`src/design/gmt_params.svh`:
```
`ifndef GMT_PARAMS_SVH
`define GMT_PARAMS_SVH

// =====================================================================
// register indices, byte address is four times the index
`define GMT_IDX_MODE_CFG   6'h18
`define GMT_IDX_TDRV_A     6'h19
`define GMT_IDX_TDRV_B     6'h1a
`define GMT_IDX_DEAD_CFG   6'h1b
`define GMT_IDX_STATUS     6'h20
`define GMT_IDX_MASK       6'h21
`define GMT_IDX_FAULT_CLR  6'h22
`define GMT_IDX_PAIRING    6'h23

// =====================================================================
// field positions
`define GMT_TDRV_HI_LSB    3
`define GMT_TDRV_LO_LSB    0
`define GMT_STAT_OC_LSB    4
`define GMT_PAIR_BIT       0

// =====================================================================
// reset values
`define GMT_RST_MODE_CFG   8'h00
`define GMT_RST_TDRV       8'h12
`define GMT_RST_DEAD       8'h00
`define GMT_RST_MASK       8'h00

// =====================================================================
// timing, times in microseconds
`define GMT_CLK_MHZ        10
`define GMT_US2CYC(us)     ((us) * `GMT_CLK_MHZ)
`define GMT_TDRV0_US       2
`define GMT_TDRV1_US       4
`define GMT_TDRV2_US       8
`define GMT_TDRV3_US       12
`define GMT_TDRV4_US       16
`define GMT_TDRV5_US       24
`define GMT_TDRV6_US       32
`define GMT_TDRV7_US       96
`define GMT_DEAD1_US       2
`define GMT_DEAD2_US       4
`define GMT_DEAD3_US       8

`endif

```
`src/design/gmt_pkg.sv`:
```
`include "gmt_params.svh"

package gmt_pkg;

	typedef enum logic [1:0] {
		GMT_MON_LATCHED  = 2'b00,
		GMT_MON_CYCLE    = 2'b01,
		GMT_MON_WARNING  = 2'b10,
		GMT_MON_DISABLED = 2'b11
	} gmt_mon_mode_t;

	typedef enum logic [1:0] {
		GMT_TS_IDLE  = 2'b00,
		GMT_TS_DRIVE = 2'b01,
		GMT_TS_DEAD  = 2'b10
	} gmt_timer_state_t;

	typedef struct packed {
		gmt_mon_mode_t gate_voltage_monitor_mode;
		logic          gate_fault_local_shutdown;
		logic          gate_threshold_select;
		logic          handshake_monitor_off;
		gmt_mon_mode_t drain_source_monitor_mode;
		logic          overcurrent_local_shutdown;
	} gmt_mode_cfg_t;

	function automatic logic [9:0] gmt_drive_cycles(input logic [2:0] code);
		case (code)
			3'h0: gmt_drive_cycles = 10'(`GMT_US2CYC(`GMT_TDRV0_US));
			3'h1: gmt_drive_cycles = 10'(`GMT_US2CYC(`GMT_TDRV1_US));
			3'h2: gmt_drive_cycles = 10'(`GMT_US2CYC(`GMT_TDRV2_US));
			3'h3: gmt_drive_cycles = 10'(`GMT_US2CYC(`GMT_TDRV3_US));
			3'h4: gmt_drive_cycles = 10'(`GMT_US2CYC(`GMT_TDRV4_US));
			3'h5: gmt_drive_cycles = 10'(`GMT_US2CYC(`GMT_TDRV5_US));
			3'h6: gmt_drive_cycles = 10'(`GMT_US2CYC(`GMT_TDRV6_US));
			default: gmt_drive_cycles = 10'(`GMT_US2CYC(`GMT_TDRV7_US));
		endcase
	endfunction

	function automatic logic [9:0] gmt_dead_cycles(input logic [1:0] code);
		case (code)
			2'h0: gmt_dead_cycles = 10'h000;
			2'h1: gmt_dead_cycles = 10'(`GMT_US2CYC(`GMT_DEAD1_US));
			2'h2: gmt_dead_cycles = 10'(`GMT_US2CYC(`GMT_DEAD2_US));
			default: gmt_dead_cycles = 10'(`GMT_US2CYC(`GMT_DEAD3_US));
		endcase
	endfunction

endpackage

```
`src/design/gmt_sync3.sv`:
```
`timescale 1ns/100ps
`default_nettype none

module gmt_sync3 #(
	parameter int W = 4
) (
	input  wire logic         pclk,
	input  wire logic         presetn,
	input  wire logic [W-1:0] async_in,
	output logic      [W-1:0] level_out
);

	logic [W-1:0] s1_ff;
	logic [W-1:0] s2_ff;
	logic [W-1:0] s3_ff;
	logic [W-1:0] out_ff;
	logic [W-1:0] nxt_out;

	// =================================================================
	// accept a change once stages two and three agree
	always_comb begin
		nxt_out = (s2_ff & s3_ff) | (out_ff & (s2_ff | s3_ff));
	end

	always_ff @(posedge pclk or negedge presetn) begin
		if (!presetn) begin
			s1_ff  <= '0;
			s2_ff  <= '0;
			s3_ff  <= '0;
			out_ff <= '0;
		end else begin
			s1_ff  <= async_in;
			s2_ff  <= s1_ff;
			s3_ff  <= s2_ff;
			out_ff <= nxt_out;
		end
	end

	assign level_out = out_ff;

endmodule

`default_nettype wire

```
`src/design/gmt_bridge_timer.sv`:
```
`timescale 1ns/100ps
`default_nettype none

module gmt_bridge_timer (
	input  wire logic       pclk,
	input  wire logic       presetn,
	input  wire logic       pwm_level,
	input  wire logic       gate_settled,
	input  wire logic       handshake_off,
	input  wire logic [2:0] drive_code,
	input  wire logic [1:0] dead_code,
	output logic            high_on,
	output logic            low_on,
	output logic            blanking,
	output logic            edge_pulse
);

	gmt_pkg::gmt_timer_state_t state_ff;
	gmt_pkg::gmt_timer_state_t nxt_state;
	logic [9:0] cnt_ff;
	logic [9:0] nxt_cnt;
	logic       prev_ff;
	logic       hi_ff;
	logic       lo_ff;
	logic       nxt_hi;
	logic       nxt_lo;

	// =================================================================
	// edge, drive interval, extra dead time, then on-side
	always_comb begin
		nxt_state = state_ff;
		nxt_cnt   = cnt_ff;
		nxt_hi    = hi_ff;
		nxt_lo    = lo_ff;
		if (pwm_level != prev_ff) begin
			nxt_hi    = 1'b0;
			nxt_lo    = 1'b0;
			nxt_state = gmt_pkg::GMT_TS_DRIVE;
			nxt_cnt   = gmt_pkg::gmt_drive_cycles(drive_code) - 10'h001; // [RL9]
		end else begin
			case (state_ff)
				gmt_pkg::GMT_TS_DRIVE: begin
					// handshake ends the drive early unless switched off
					if (cnt_ff == 10'h000 || (!handshake_off && gate_settled)) begin // [RL5]
						nxt_state = gmt_pkg::GMT_TS_DEAD;
						nxt_cnt   = gmt_pkg::gmt_dead_cycles(dead_code); // [RL12]
					end else begin
						nxt_cnt = cnt_ff - 10'h001;
					end
				end
				gmt_pkg::GMT_TS_DEAD: begin
					if (cnt_ff == 10'h000) begin
						nxt_state = gmt_pkg::GMT_TS_IDLE;
						nxt_hi    = pwm_level;
						nxt_lo    = ~pwm_level;
					end else begin
						nxt_cnt = cnt_ff - 10'h001;
					end
				end
				gmt_pkg::GMT_TS_IDLE: begin
					nxt_cnt = 10'h000;
				end
				default: begin
					nxt_state = gmt_pkg::GMT_TS_IDLE;
				end
			endcase
		end
	end

	always_ff @(posedge pclk or negedge presetn) begin
		if (!presetn) begin
			state_ff <= gmt_pkg::GMT_TS_IDLE;
			cnt_ff   <= 10'h000;
			prev_ff  <= 1'b0;
			hi_ff    <= 1'b0;
			lo_ff    <= 1'b1;
		end else begin
			state_ff <= nxt_state;
			cnt_ff   <= nxt_cnt;
			prev_ff  <= pwm_level;
			hi_ff    <= nxt_hi;
			lo_ff    <= nxt_lo;
		end
	end

	assign high_on    = hi_ff;
	assign low_on     = lo_ff;
	assign blanking   = (state_ff == gmt_pkg::GMT_TS_DRIVE); // [RL9]
	assign edge_pulse = (pwm_level != prev_ff);

endmodule

`default_nettype wire

```
`src/design/gmt_monitor_bank.sv`:
```
// Notes on behaviour
// [RL1] gate monitor mode: latched, cycle, warn, off
// [RL2] gate fault, global: all bridges off
// [RL3] gate fault, local: bridge or pair off
// [RL4] threshold select drives comparator level output
// [RL5] handshake off: drive time plus dead time
// [RL6] overcurrent monitor mode, same four encodings
// [RL7] overcurrent, global: all bridges off
// [RL8] overcurrent, local: bridge or pair off
// [RL9] drive code sets drive and blanking time
// [RL10] drive fields at 5-3, 2-0; top zero
// [RL11] dead-time fields, bridge one in top bits
// [RL12] dead code adds 0, 2, 4, 8 us
// [RL13] latched holds until cleared; cycle clears on edge
// [RL14] warning only flags; disabled does nothing
`include "gmt_params.svh"
`timescale 1ns/100ps
`default_nettype none

module gmt_monitor_bank (
	input  wire logic        pclk,
	input  wire logic        presetn,
	input  wire logic        psel,
	input  wire logic        penable,
	input  wire logic        pwrite,
	input  wire logic [7:0]  paddr,
	input  wire logic [31:0] pwdata,
	output logic      [31:0] prdata,
	output logic             pready,
	output logic             pslverr,
	input  wire logic [3:0]  pwm_in,
	input  wire logic [3:0]  gate_fault_in,
	input  wire logic [3:0]  oc_fault_in,
	input  wire logic [3:0]  gate_settled_in,
	output logic      [3:0]  high_side_on,
	output logic      [3:0]  low_side_on,
	output logic             gate_threshold_low,
	output logic             fault_irq
);

	// =================================================================
	// helpers
	function automatic logic [7:0] reg_hit(input logic [7:0] a);
		reg_hit = '0;
		if (a[1:0] == 2'b00) begin
			reg_hit[0] = (a[7:2] == `GMT_IDX_MODE_CFG);
			reg_hit[1] = (a[7:2] == `GMT_IDX_TDRV_A);
			reg_hit[2] = (a[7:2] == `GMT_IDX_TDRV_B);
			reg_hit[3] = (a[7:2] == `GMT_IDX_DEAD_CFG);
			reg_hit[4] = (a[7:2] == `GMT_IDX_STATUS);
			reg_hit[5] = (a[7:2] == `GMT_IDX_MASK);
			reg_hit[6] = (a[7:2] == `GMT_IDX_FAULT_CLR);
			reg_hit[7] = (a[7:2] == `GMT_IDX_PAIRING);
		end
	endfunction

	// widen active faults to the set of bridges to switch off
	function automatic logic [3:0] off_set(input logic [3:0] f, input logic local_sd, input logic pair);
		if (!local_sd) begin
			off_set = {4{|f}};
		end else if (pair) begin
			off_set = {{2{|f[3:2]}}, {2{|f[1:0]}}};
		end else begin
			off_set = f;
		end
	endfunction

	// next active fault state for one monitor
	function automatic logic [3:0] act_next(input logic [3:0] act, input logic [3:0] det,
		input gmt_pkg::gmt_mon_mode_t mode, input logic [3:0] sw_clr, input logic [3:0] edges);
		case (mode)
			gmt_pkg::GMT_MON_LATCHED: act_next = (act & ~sw_clr) | det;
			gmt_pkg::GMT_MON_CYCLE:   act_next = (act & ~edges) | det;
			default:                  act_next = 4'h0;
		endcase
	endfunction

	// =================================================================
	// pin inputs and bridge timers
	logic [3:0] pwm_s;
	logic [3:0] gate_fault_s;
	logic [3:0] oc_fault_s;
	logic [3:0] settled_s;
	logic [3:0] t_hi;
	logic [3:0] t_lo;
	logic [3:0] t_blank;
	logic [3:0] t_edge;
	logic [11:0] drive_codes;

	gmt_sync3 #(.W(16)) gmt_sync3_inst (
		.pclk      (pclk),
		.presetn   (presetn),
		.async_in  ({pwm_in, gate_fault_in, oc_fault_in, gate_settled_in}),
		.level_out ({pwm_s, gate_fault_s, oc_fault_s, settled_s})
	);

	gmt_pkg::gmt_mode_cfg_t mode_ff;
	gmt_pkg::gmt_mode_cfg_t nxt_mode;
	logic [5:0] tdrv_a_ff;
	logic [5:0] tdrv_b_ff;
	logic [7:0] dead_ff;
	logic [7:0] status_ff;
	logic [7:0] mask_ff;
	logic       pair_ff;
	logic [3:0] act_gate_ff;
	logic [3:0] act_oc_ff;
	logic [31:0] prdata_ff;
	logic [3:0] hs_ff;
	logic [3:0] ls_ff;
	logic [5:0] nxt_tdrv_a;
	logic [5:0] nxt_tdrv_b;
	logic [7:0] nxt_dead;
	logic [7:0] nxt_status;
	logic [7:0] nxt_mask;
	logic       nxt_pair;
	logic [3:0] nxt_act_gate;
	logic [3:0] nxt_act_oc;
	logic [31:0] nxt_prdata;
	logic [3:0] nxt_hs;
	logic [3:0] nxt_ls;

	// bridge order 1..4 maps to index 0..3
	assign drive_codes = {tdrv_b_ff[2:0], tdrv_b_ff[5:3], tdrv_a_ff[2:0], tdrv_a_ff[5:3]}; // [RL10]

	genvar gb;
	generate
		for (gb = 0; gb < 4; gb++) begin : g_bridge
			gmt_bridge_timer gmt_bridge_timer_inst (
				.pclk          (pclk),
				.presetn       (presetn),
				.pwm_level     (pwm_s[gb]),
				.gate_settled  (settled_s[gb]),
				.handshake_off (mode_ff.handshake_monitor_off), // [RL5]
				.drive_code    (drive_codes[3*gb +: 3]), // [RL9]
				.dead_code     (dead_ff[6-2*gb +: 2]), // [RL11]
				.high_on       (t_hi[gb]),
				.low_on        (t_lo[gb]),
				.blanking      (t_blank[gb]),
				.edge_pulse    (t_edge[gb])
			);
		end
	endgenerate

	// =================================================================
	// bus decode and fault evaluation
	logic [7:0] hit;
	logic       acc;
	logic       wr;
	logic       rd_status;
	logic [3:0] gate_det;
	logic [3:0] oc_det;
	logic [3:0] gate_evt;
	logic [3:0] oc_evt;
	logic [3:0] sw_clr_gate;
	logic [3:0] sw_clr_oc;
	logic [3:0] shut;
	logic [7:0] rd_word;

	assign hit       = reg_hit(paddr);
	assign acc       = psel & penable;
	assign wr        = acc & pwrite;
	assign rd_status = acc & ~pwrite & hit[4];
	assign sw_clr_gate = (wr & hit[6]) ? pwdata[3:0] : 4'h0;
	assign sw_clr_oc   = (wr & hit[6]) ? pwdata[7:4] : 4'h0;

	// overcurrent ignored while its bridge is blanked
	assign gate_det = gate_fault_s;
	assign oc_det   = oc_fault_s & ~t_blank; // [RL9]
	assign gate_evt = (mode_ff.gate_voltage_monitor_mode == gmt_pkg::GMT_MON_DISABLED) ? 4'h0 : gate_det; // [RL14]
	assign oc_evt   = (mode_ff.drain_source_monitor_mode == gmt_pkg::GMT_MON_DISABLED) ? 4'h0 : oc_det; // [RL14]

	assign shut = off_set(act_gate_ff, mode_ff.gate_fault_local_shutdown, pair_ff) // [RL2] [RL3]
		| off_set(act_oc_ff, mode_ff.overcurrent_local_shutdown, pair_ff); // [RL7] [RL8]

	always_comb begin
		rd_word = 8'h00;
		case (1'b1)
			hit[0]: rd_word = mode_ff;
			hit[1]: rd_word = {2'b00, tdrv_a_ff}; // [RL10]
			hit[2]: rd_word = {2'b00, tdrv_b_ff}; // [RL10]
			hit[3]: rd_word = dead_ff;
			hit[4]: rd_word = status_ff;
			hit[5]: rd_word = mask_ff;
			hit[6]: rd_word = {act_oc_ff, act_gate_ff};
			hit[7]: rd_word = {7'h00, pair_ff};
			default: rd_word = 8'h00;
		endcase
	end

	// =================================================================
	// register file and fault state
	always_comb begin
		nxt_mode   = mode_ff;
		nxt_tdrv_a = tdrv_a_ff;
		nxt_tdrv_b = tdrv_b_ff;
		nxt_dead   = dead_ff;
		nxt_mask   = mask_ff;
		nxt_pair   = pair_ff;
		nxt_prdata = prdata_ff;
		if (wr) begin
			if (hit[0]) nxt_mode = gmt_pkg::gmt_mode_cfg_t'(pwdata[7:0]); // [RL1] [RL6]
			if (hit[1]) nxt_tdrv_a = pwdata[5:0]; // [RL10]
			if (hit[2]) nxt_tdrv_b = pwdata[5:0]; // [RL10]
			if (hit[3]) nxt_dead = pwdata[7:0]; // [RL11]
			if (hit[5]) nxt_mask = pwdata[7:0];
			if (hit[7]) nxt_pair = pwdata[`GMT_PAIR_BIT];
		end
		if (psel & ~penable) begin
			nxt_prdata = {24'h000000, rd_word};
		end
		// read clears, a new event in the same cycle still sets
		nxt_status = (status_ff & ~(prdata_ff[7:0] & {8{rd_status}})) | {oc_evt, gate_evt}; // [RL14]
		nxt_act_gate = act_next(act_gate_ff, gate_det, mode_ff.gate_voltage_monitor_mode,
			sw_clr_gate, t_edge); // [RL1] [RL13]
		nxt_act_oc = act_next(act_oc_ff, oc_det, mode_ff.drain_source_monitor_mode,
			sw_clr_oc, t_edge); // [RL6] [RL13]
		nxt_hs = t_hi & ~shut;
		nxt_ls = t_lo & ~shut;
	end

	always_ff @(posedge pclk or negedge presetn) begin
		if (!presetn) begin
			mode_ff     <= gmt_pkg::gmt_mode_cfg_t'(`GMT_RST_MODE_CFG);
			tdrv_a_ff   <= 6'(`GMT_RST_TDRV);
			tdrv_b_ff   <= 6'(`GMT_RST_TDRV);
			dead_ff     <= `GMT_RST_DEAD;
			status_ff   <= 8'h00;
			mask_ff     <= `GMT_RST_MASK;
			pair_ff     <= 1'b0;
			act_gate_ff <= 4'h0;
			act_oc_ff   <= 4'h0;
			prdata_ff   <= 32'h00000000;
			hs_ff       <= 4'h0;
			ls_ff       <= 4'h0;
		end else begin
			mode_ff     <= nxt_mode;
			tdrv_a_ff   <= nxt_tdrv_a;
			tdrv_b_ff   <= nxt_tdrv_b;
			dead_ff     <= nxt_dead;
			status_ff   <= nxt_status;
			mask_ff     <= nxt_mask;
			pair_ff     <= nxt_pair;
			act_gate_ff <= nxt_act_gate;
			act_oc_ff   <= nxt_act_oc;
			prdata_ff   <= nxt_prdata;
			hs_ff       <= nxt_hs;
			ls_ff       <= nxt_ls;
		end
	end

	assign prdata             = prdata_ff;
	assign pready             = psel & penable;
	assign pslverr            = psel & penable & ~(|hit);
	assign high_side_on       = hs_ff;
	assign low_side_on        = ls_ff;
	assign gate_threshold_low = mode_ff.gate_threshold_select; // [RL4]
	assign fault_irq          = |(status_ff & mask_ff);
endmodule

`default_nettype wire

```
`config.mk`:
```
export PLATFORM = sky130hd
export DESIGN_NAME = gmt_monitor_bank
export DESIGN_NICKNAME = d
export VERILOG_FILES = /design/src/design/gmt_pkg.sv /design/src/design/gmt_sync3.sv /design/src/design/gmt_bridge_timer.sv /design/src/design/gmt_monitor_bank.sv
export VERILOG_INCLUDE_DIRS = /design/src /design/src/design
export SDC_FILE = /design/constraint.sdc
export NUM_CORES = 1
export LEC_CHECK = 0
export ABC_AREA = 1
export ABC_CLOCK_PERIOD_IN_PS = 4400
export BUFFER_PORTS_ARGS = -buffer_cell sky130_fd_sc_hd__buf_2
export CORE_ASPECT_RATIO = 1.4
export CORE_UTILIZATION = 64
export DETAILED_ROUTE_END_ITERATION = 7
export HOLD_SLACK_MARGIN = 0.08
export PLACE_DENSITY = 0.86
export SLEW_MARGIN = 5
export SYNTH_ARGS = -nofsm -noshare
export SYNTH_HDL_FRONTEND = slang
export SYNTH_SLANG_ARGS = --single-unit
```
`constraint.sdc`:
```
create_clock -name pclk -period 4.4 [get_ports pclk]
set_clock_uncertainty 0.1 [all_clocks]
set_input_delay 0.66 -clock pclk [delete_from_list [all_inputs] [get_ports pclk]]
set_output_delay 0.66 -clock pclk [all_outputs]
set_load 0.01 [all_outputs]
```
Word level (Yosys, flattened, before mapping):

Cells that the tools add are included.

* add/sub/neg operators: 8
* equal/unequal tests: 72
* multiplexer cells: 87
* bitwise logic cells: 40
* reductions and logical operators: 66

Operator list (count)
* $pmux 10 s7: 4
* $mux 10: 16
* $pmux 10 s3: 4
* $pmux 7 s3: 4
* $sub 10x1->10 const B: 8
* $mux 8: 8
* $logic_not 10->1: 4
* $eq 3x3->1 const B: 12
* $and 16x16->16: 2
* $mux 4: 8
* $or 16x16->16: 2
* $and 4x4->4: 7
* $reduce_and 2->1: 14
* $mux 1: 25
* $and 8x8->8: 3
* $eq 3x2->1 const B: 8
* $eq 6x5->1 const B: 4
* $eq 6x6->1 const B: 4
* $mux 2: 12
* $pmux 2 s3: 4
* $logic_not 2->1: 11
* $eq 2x1->1 const B: 10
* $eq 2x2->1 const B: 10
* $not 4->4: 5
* other kinds (22): 84

* flip-flop bits (word level): 193
* bits of input ports: 61
* output and inout bits: 44
* word-level logic and storage cells: 314

Depth between registers and ports, before layout:

* depth after elaboration: 10
* depth in mapped cells: 12

Modules after synthesis:

Synthesis repeated with hierarchy kept, for this count alone.

* cell total of the unflattened synthesis: 1271
* area, all modules: 10367.4 um^2

By module, submodules not included
* gmt_monitor_bank: times used 1, cells each 500, area each 3946.3 um^2, seq. area each 1731.7 um^2
* gmt_bridge_timer at g_bridge[0].gmt_bridge_timer_inst ...: times used 3, cells each 159, area each 1147.4 um^2, seq. area each 376.6 um^2
* gmt_sync3: times used 1, cells each 128, area each 1861.8 um^2, seq. area each 1601.5 um^2
* gmt_bridge_timer at g_bridge[3].gmt_bridge_timer_inst: times used 1, cells each 166, area each 1117.3 um^2, seq. area each 376.6 um^2

Least setup slack after synthesis:

OpenSTA, ideal clock, no wires.

* path kind: input to output
* start point: input paddr[7]
* end point: output pslverr
* arrival: 1.476 ns
* data required time: 3.640 ns
* slack: 2.164 ns
* stages: 7
* buffers on the path: 0
* path through: inv_1 nor2_2 nand2_2 nor2_4 inv_1 nand4_1 nor4_1

* longest elaborated chain between the ends: 5
* elaborated cells on any way between the ends: 12

RTL lines
* from (decl): RTL line gmt_monitor_bank.sv:26 `input wire logic [7:0] paddr,`
* $eq 6x5->1 (no source line) or $eq 6x6->1 (tied branches)
* $mux 8 (*): RTL line gmt_monitor_bank.sv:45 `if (a[1:0] == 2'b00) begin`
* $reduce_or 8->1 (*): RTL line gmt_monitor_bank.sv:253 `assign pslverr = psel & penable & ~(|hit);`
* $not 1->1 (*): RTL line gmt_monitor_bank.sv:253
* $and 1x1->1 (*): RTL line gmt_monitor_bank.sv:253
* to (decl): RTL line gmt_monitor_bank.sv:30 `output logic pslverr,`

Every way passes the cells marked *; elsewhere a longest branch is shown, timed or not.

Worst setup path after layout:

* start point: input paddr[1]
* end point: output pslverr

* longest elaborated chain between the ends: 5

RTL lines (RTL line)
* $logic_not 2->1: gmt_monitor_bank.sv:45
* $mux 8: gmt_monitor_bank.sv:45
* $reduce_or 8->1: gmt_monitor_bank.sv:253
* $not 1->1: gmt_monitor_bank.sv:253
* $and 1x1->1: gmt_monitor_bank.sv:253

No other way between the ends.

==> reports/metrics.cfg <==
[synth]
syn_area_per_cell_um2 = 8.328
ys_types = 48
seq_area_frac_synth = 0.4925
synth_top_flop_cell = dfrtp_1
synth_cells = 1180
yosysWarnings = 0
synth_edf_count = 0
synthArstFlopShare = 1.000
netlist_area_mm2 = 0.009827
synth_compound_area_frac = 0.1070
ys_ff_latch = 193
synthAdderAreaFrac = 0.04176
synth_mux_area_frac = 0
synth_top_family_by_area = simple AND/OR/NAND/NOR gates
synth_xor_area_frac = 0.02585
synthSimpleGateAreaFrac = 0.2468

[clock_tree]
cts_buffers = 17
root_buffer = clkbuf_16
ctsHoldBuffers = 0
cts_buffer_depth = 2
postCtsSetupBuffers = 0
cts_tree = built
cts_resized = 0
clk_pin_slew_ns = 0.08
h-tree-depth = 4
numClockSinks = 193
clock_latency_ns = 0.45

[routing]
routedWlPerCell_um = 15.62
routed_wl_um = 22450
drtIter0Drc = 531
drc = 0
vias_per_cell = 5.717
drt-pass1-iter-count = 7
ant_nets = 0
vias = 8216

[timing]
rsz0062_at_grt = no
setup_viol = 0
hold_slack_ns = 0.1925
tightest_slew_ns = 0.9396
fin_crit_sh = 0.6053
setup_tns_ns = 0
period_needed_ns = 2.663
relSlewSlack = 0.3713
fin_ws_ns = 1.737
hold_viol = 0
slew_violations = 0
clock.fmax_ghz = 0.3755

[critical_path]
cp-end-kind = output pin
r2r-start = gmt_sync3_inst.level_out[12]$_DFF_PN0_
cp_max_fo = 15
rrSetupSlack_ns = 1.97
reg2regPathDepth = 9
r2r_end = g_bridge[0].gmt_bridge_timer_inst.cnt_ff[6]$_DFFE_PN0P_
critPathKind = in -> out
startpoint_type = input port
worst_ep_required_time_ns = 3.64
worstPathArrival_ns = 1.90

[floorplanning]
core_area_mm2 = 0.01499
chipWidth_um = 106.7
start_util = 0.6557
rows = 53
die_h_um = 148.6
io_pins = 105
dieArea_mm2 = 0.01586

[layout]
fin_util = 0.7180
fillerInstances = 1143
seqCellArea_mm2 = 0.004840
instances_no_fill = 1437
finalInstanceArea_mm2 = 0.01076
drive_above_1_share = 0.1157
antenna_cells = 0
area_growth_pct = 9.498
layout_common_cells = 279 x nand2_1, 185 x dfrtp_1, 136 x inv_1, 129 x nor2_1, 77 x o21ai_0
fin_nets = 1313
multi_input_area_mm2 = 0.004230
layout_commonest_cell = nand2_1

[place]
dp_cells = 1405
portBuffers = 56
place_ws_ns = 1.481
dp_hpwl_um = 16220
placed_area_mm2 = 0.01016
gp_congestion = 0.9700

[pwr]
p_comb_frac = 0.234
power_frac_clock = 0.320
irDropWorstVdd_uv = 341.1
power_frac_seq = 0.446
p_total_mw = 4.911
p_leak_nw = 5.278
power_switching_share = 0.3482
powerDensity_mw_per_mm2 = 456.4
switchingPower_mw = 1.710
internal_power_mw = 3.201

[min_path]
hp-class = in -> async

[global_routing]
grt_pass1_wl_um = 37690
grt_max_degree = 113
grt-ovfl-total = 0
antenna_found_initial = 0
grt_pass1_vias = 8189
grt_use_total = 0.3069

[run_status]
status = complete, no violations

[job]
max_cap_violations = 0

## how the worst max path moves through the flow
stage,endpoint,cells after the start,startpoint
after floorplan,pslverr,7,paddr[7]
after global placement,mode_ff[3]$_DFFE_PN0P_,7,paddr[1]
after detailed placement,mode_ff[2]$_DFFE_PN0P_,6,paddr[1]
after CTS,pslverr,8,paddr[1]
after global routing,pslverr,8,paddr[1]
final,pslverr,8,paddr[1]
## critical path: stages
cell and delay [ns]:
buf_2 0.12, nor2_4 0.16, nand3_1 0.16, nor2_4 0.37, inv_1 0.13, nand4_1 0.09
nor4_1 0.06, buf_2 0.16
## power by group through the flow
| stage | sequential (mW) | combinational [mW] | clock [mW] |
|---|---|---|---|
| 2_1_floorplan | 2.15 | 0.916 | 0 |
| 3_3_place_gp | 2.21 | 1.09 | 0 |
| 3_5_place_dp | 2.22 | 1.13 | 0 |
| 4_1_cts | 2.19 | 1.14 | 1.59 |
| 5_1_grt | 2.22 | 1.32 | 1.65 |
| 6_report | 2.19 | 1.15 | 1.57 |
## cell usage after synthesis (10+ instances only)
cell      number  area, um^2
nor2_1       129       484.2
nand4_1       22       137.6
xor2_1        22       192.7
a21oi_1       58       290.3
clkbuf_1      10       37.54
dfrtp_1      185        4629
o211ai_1      16       120.1
nand3_1       74       370.4
ha_1          20       250.2
buf_4         26       195.2
maj3_1        16       160.2
o21ai_0       77       385.4
inv_1        136       510.5
nand2_1      279        1047
## cell type report
| class | instances | area share |
|---|---|---|
| sequential | 193 | 0.4498 |
| multi-input combinational | 822 | 0.3931 |
| inverter | 139 | 0.04849 |
| clock buffer | 18 | 0.04081 |
| timing repair buffer | 59 | 0.03012 |
| tap | 192 | 0.02233 |
| clock inverter | 14 | 0.01535 |
## layer usage
metal / global-route usage / share of wire / vias to the layer above
met5: 0 / 0 / -
met4: 0.2021 / 0.054 / 0
met3: 0.05434 / 0.058 / 96
li1: - / - / 3866
met2: 0.5210 / 0.51 / 356
met1: 0.3547 / 0.38 / 3898
## flip-flops by register name, summed over array words and instances (netlist names), 4 cells and up
register,count
g_bridge.gmt_bridge_timer_inst.cnt_ff,40
gmt_sync3_inst.level_out,16
gmt_sync3_inst.s1_ff,16
gmt_sync3_inst.s2_ff,16
gmt_sync3_inst.s3_ff,16
dead_ff,8
g_bridge.gmt_bridge_timer_inst.state_ff,8
mask_ff,8
prdata,8
status_ff,8
mode_ff,7
tdrv_a_ff,6
tdrv_b_ff,6
act_gate_ff,4
act_oc_ff,4
g_bridge.gmt_bridge_timer_inst.high_on,4
g_bridge.gmt_bridge_timer_inst.low_on,4
g_bridge.gmt_bridge_timer_inst.prev_ff,4
high_side_on,4
low_side_on,4
## cells by family (layout without fill, tap and decap cells)
family                   count (synthesis)  count (layout)
AO/OA/AOI/OAI                          184             184
XOR/XNOR                                29              29
adder cells (fa/ha/maj)                 36              36
buffers and inverters                  188             230
flip-flops                             193             193
other                                    1              24
AND/OR/NAND/NOR                        549             549
Note: power is estimated with default switching activity, not from simulation.
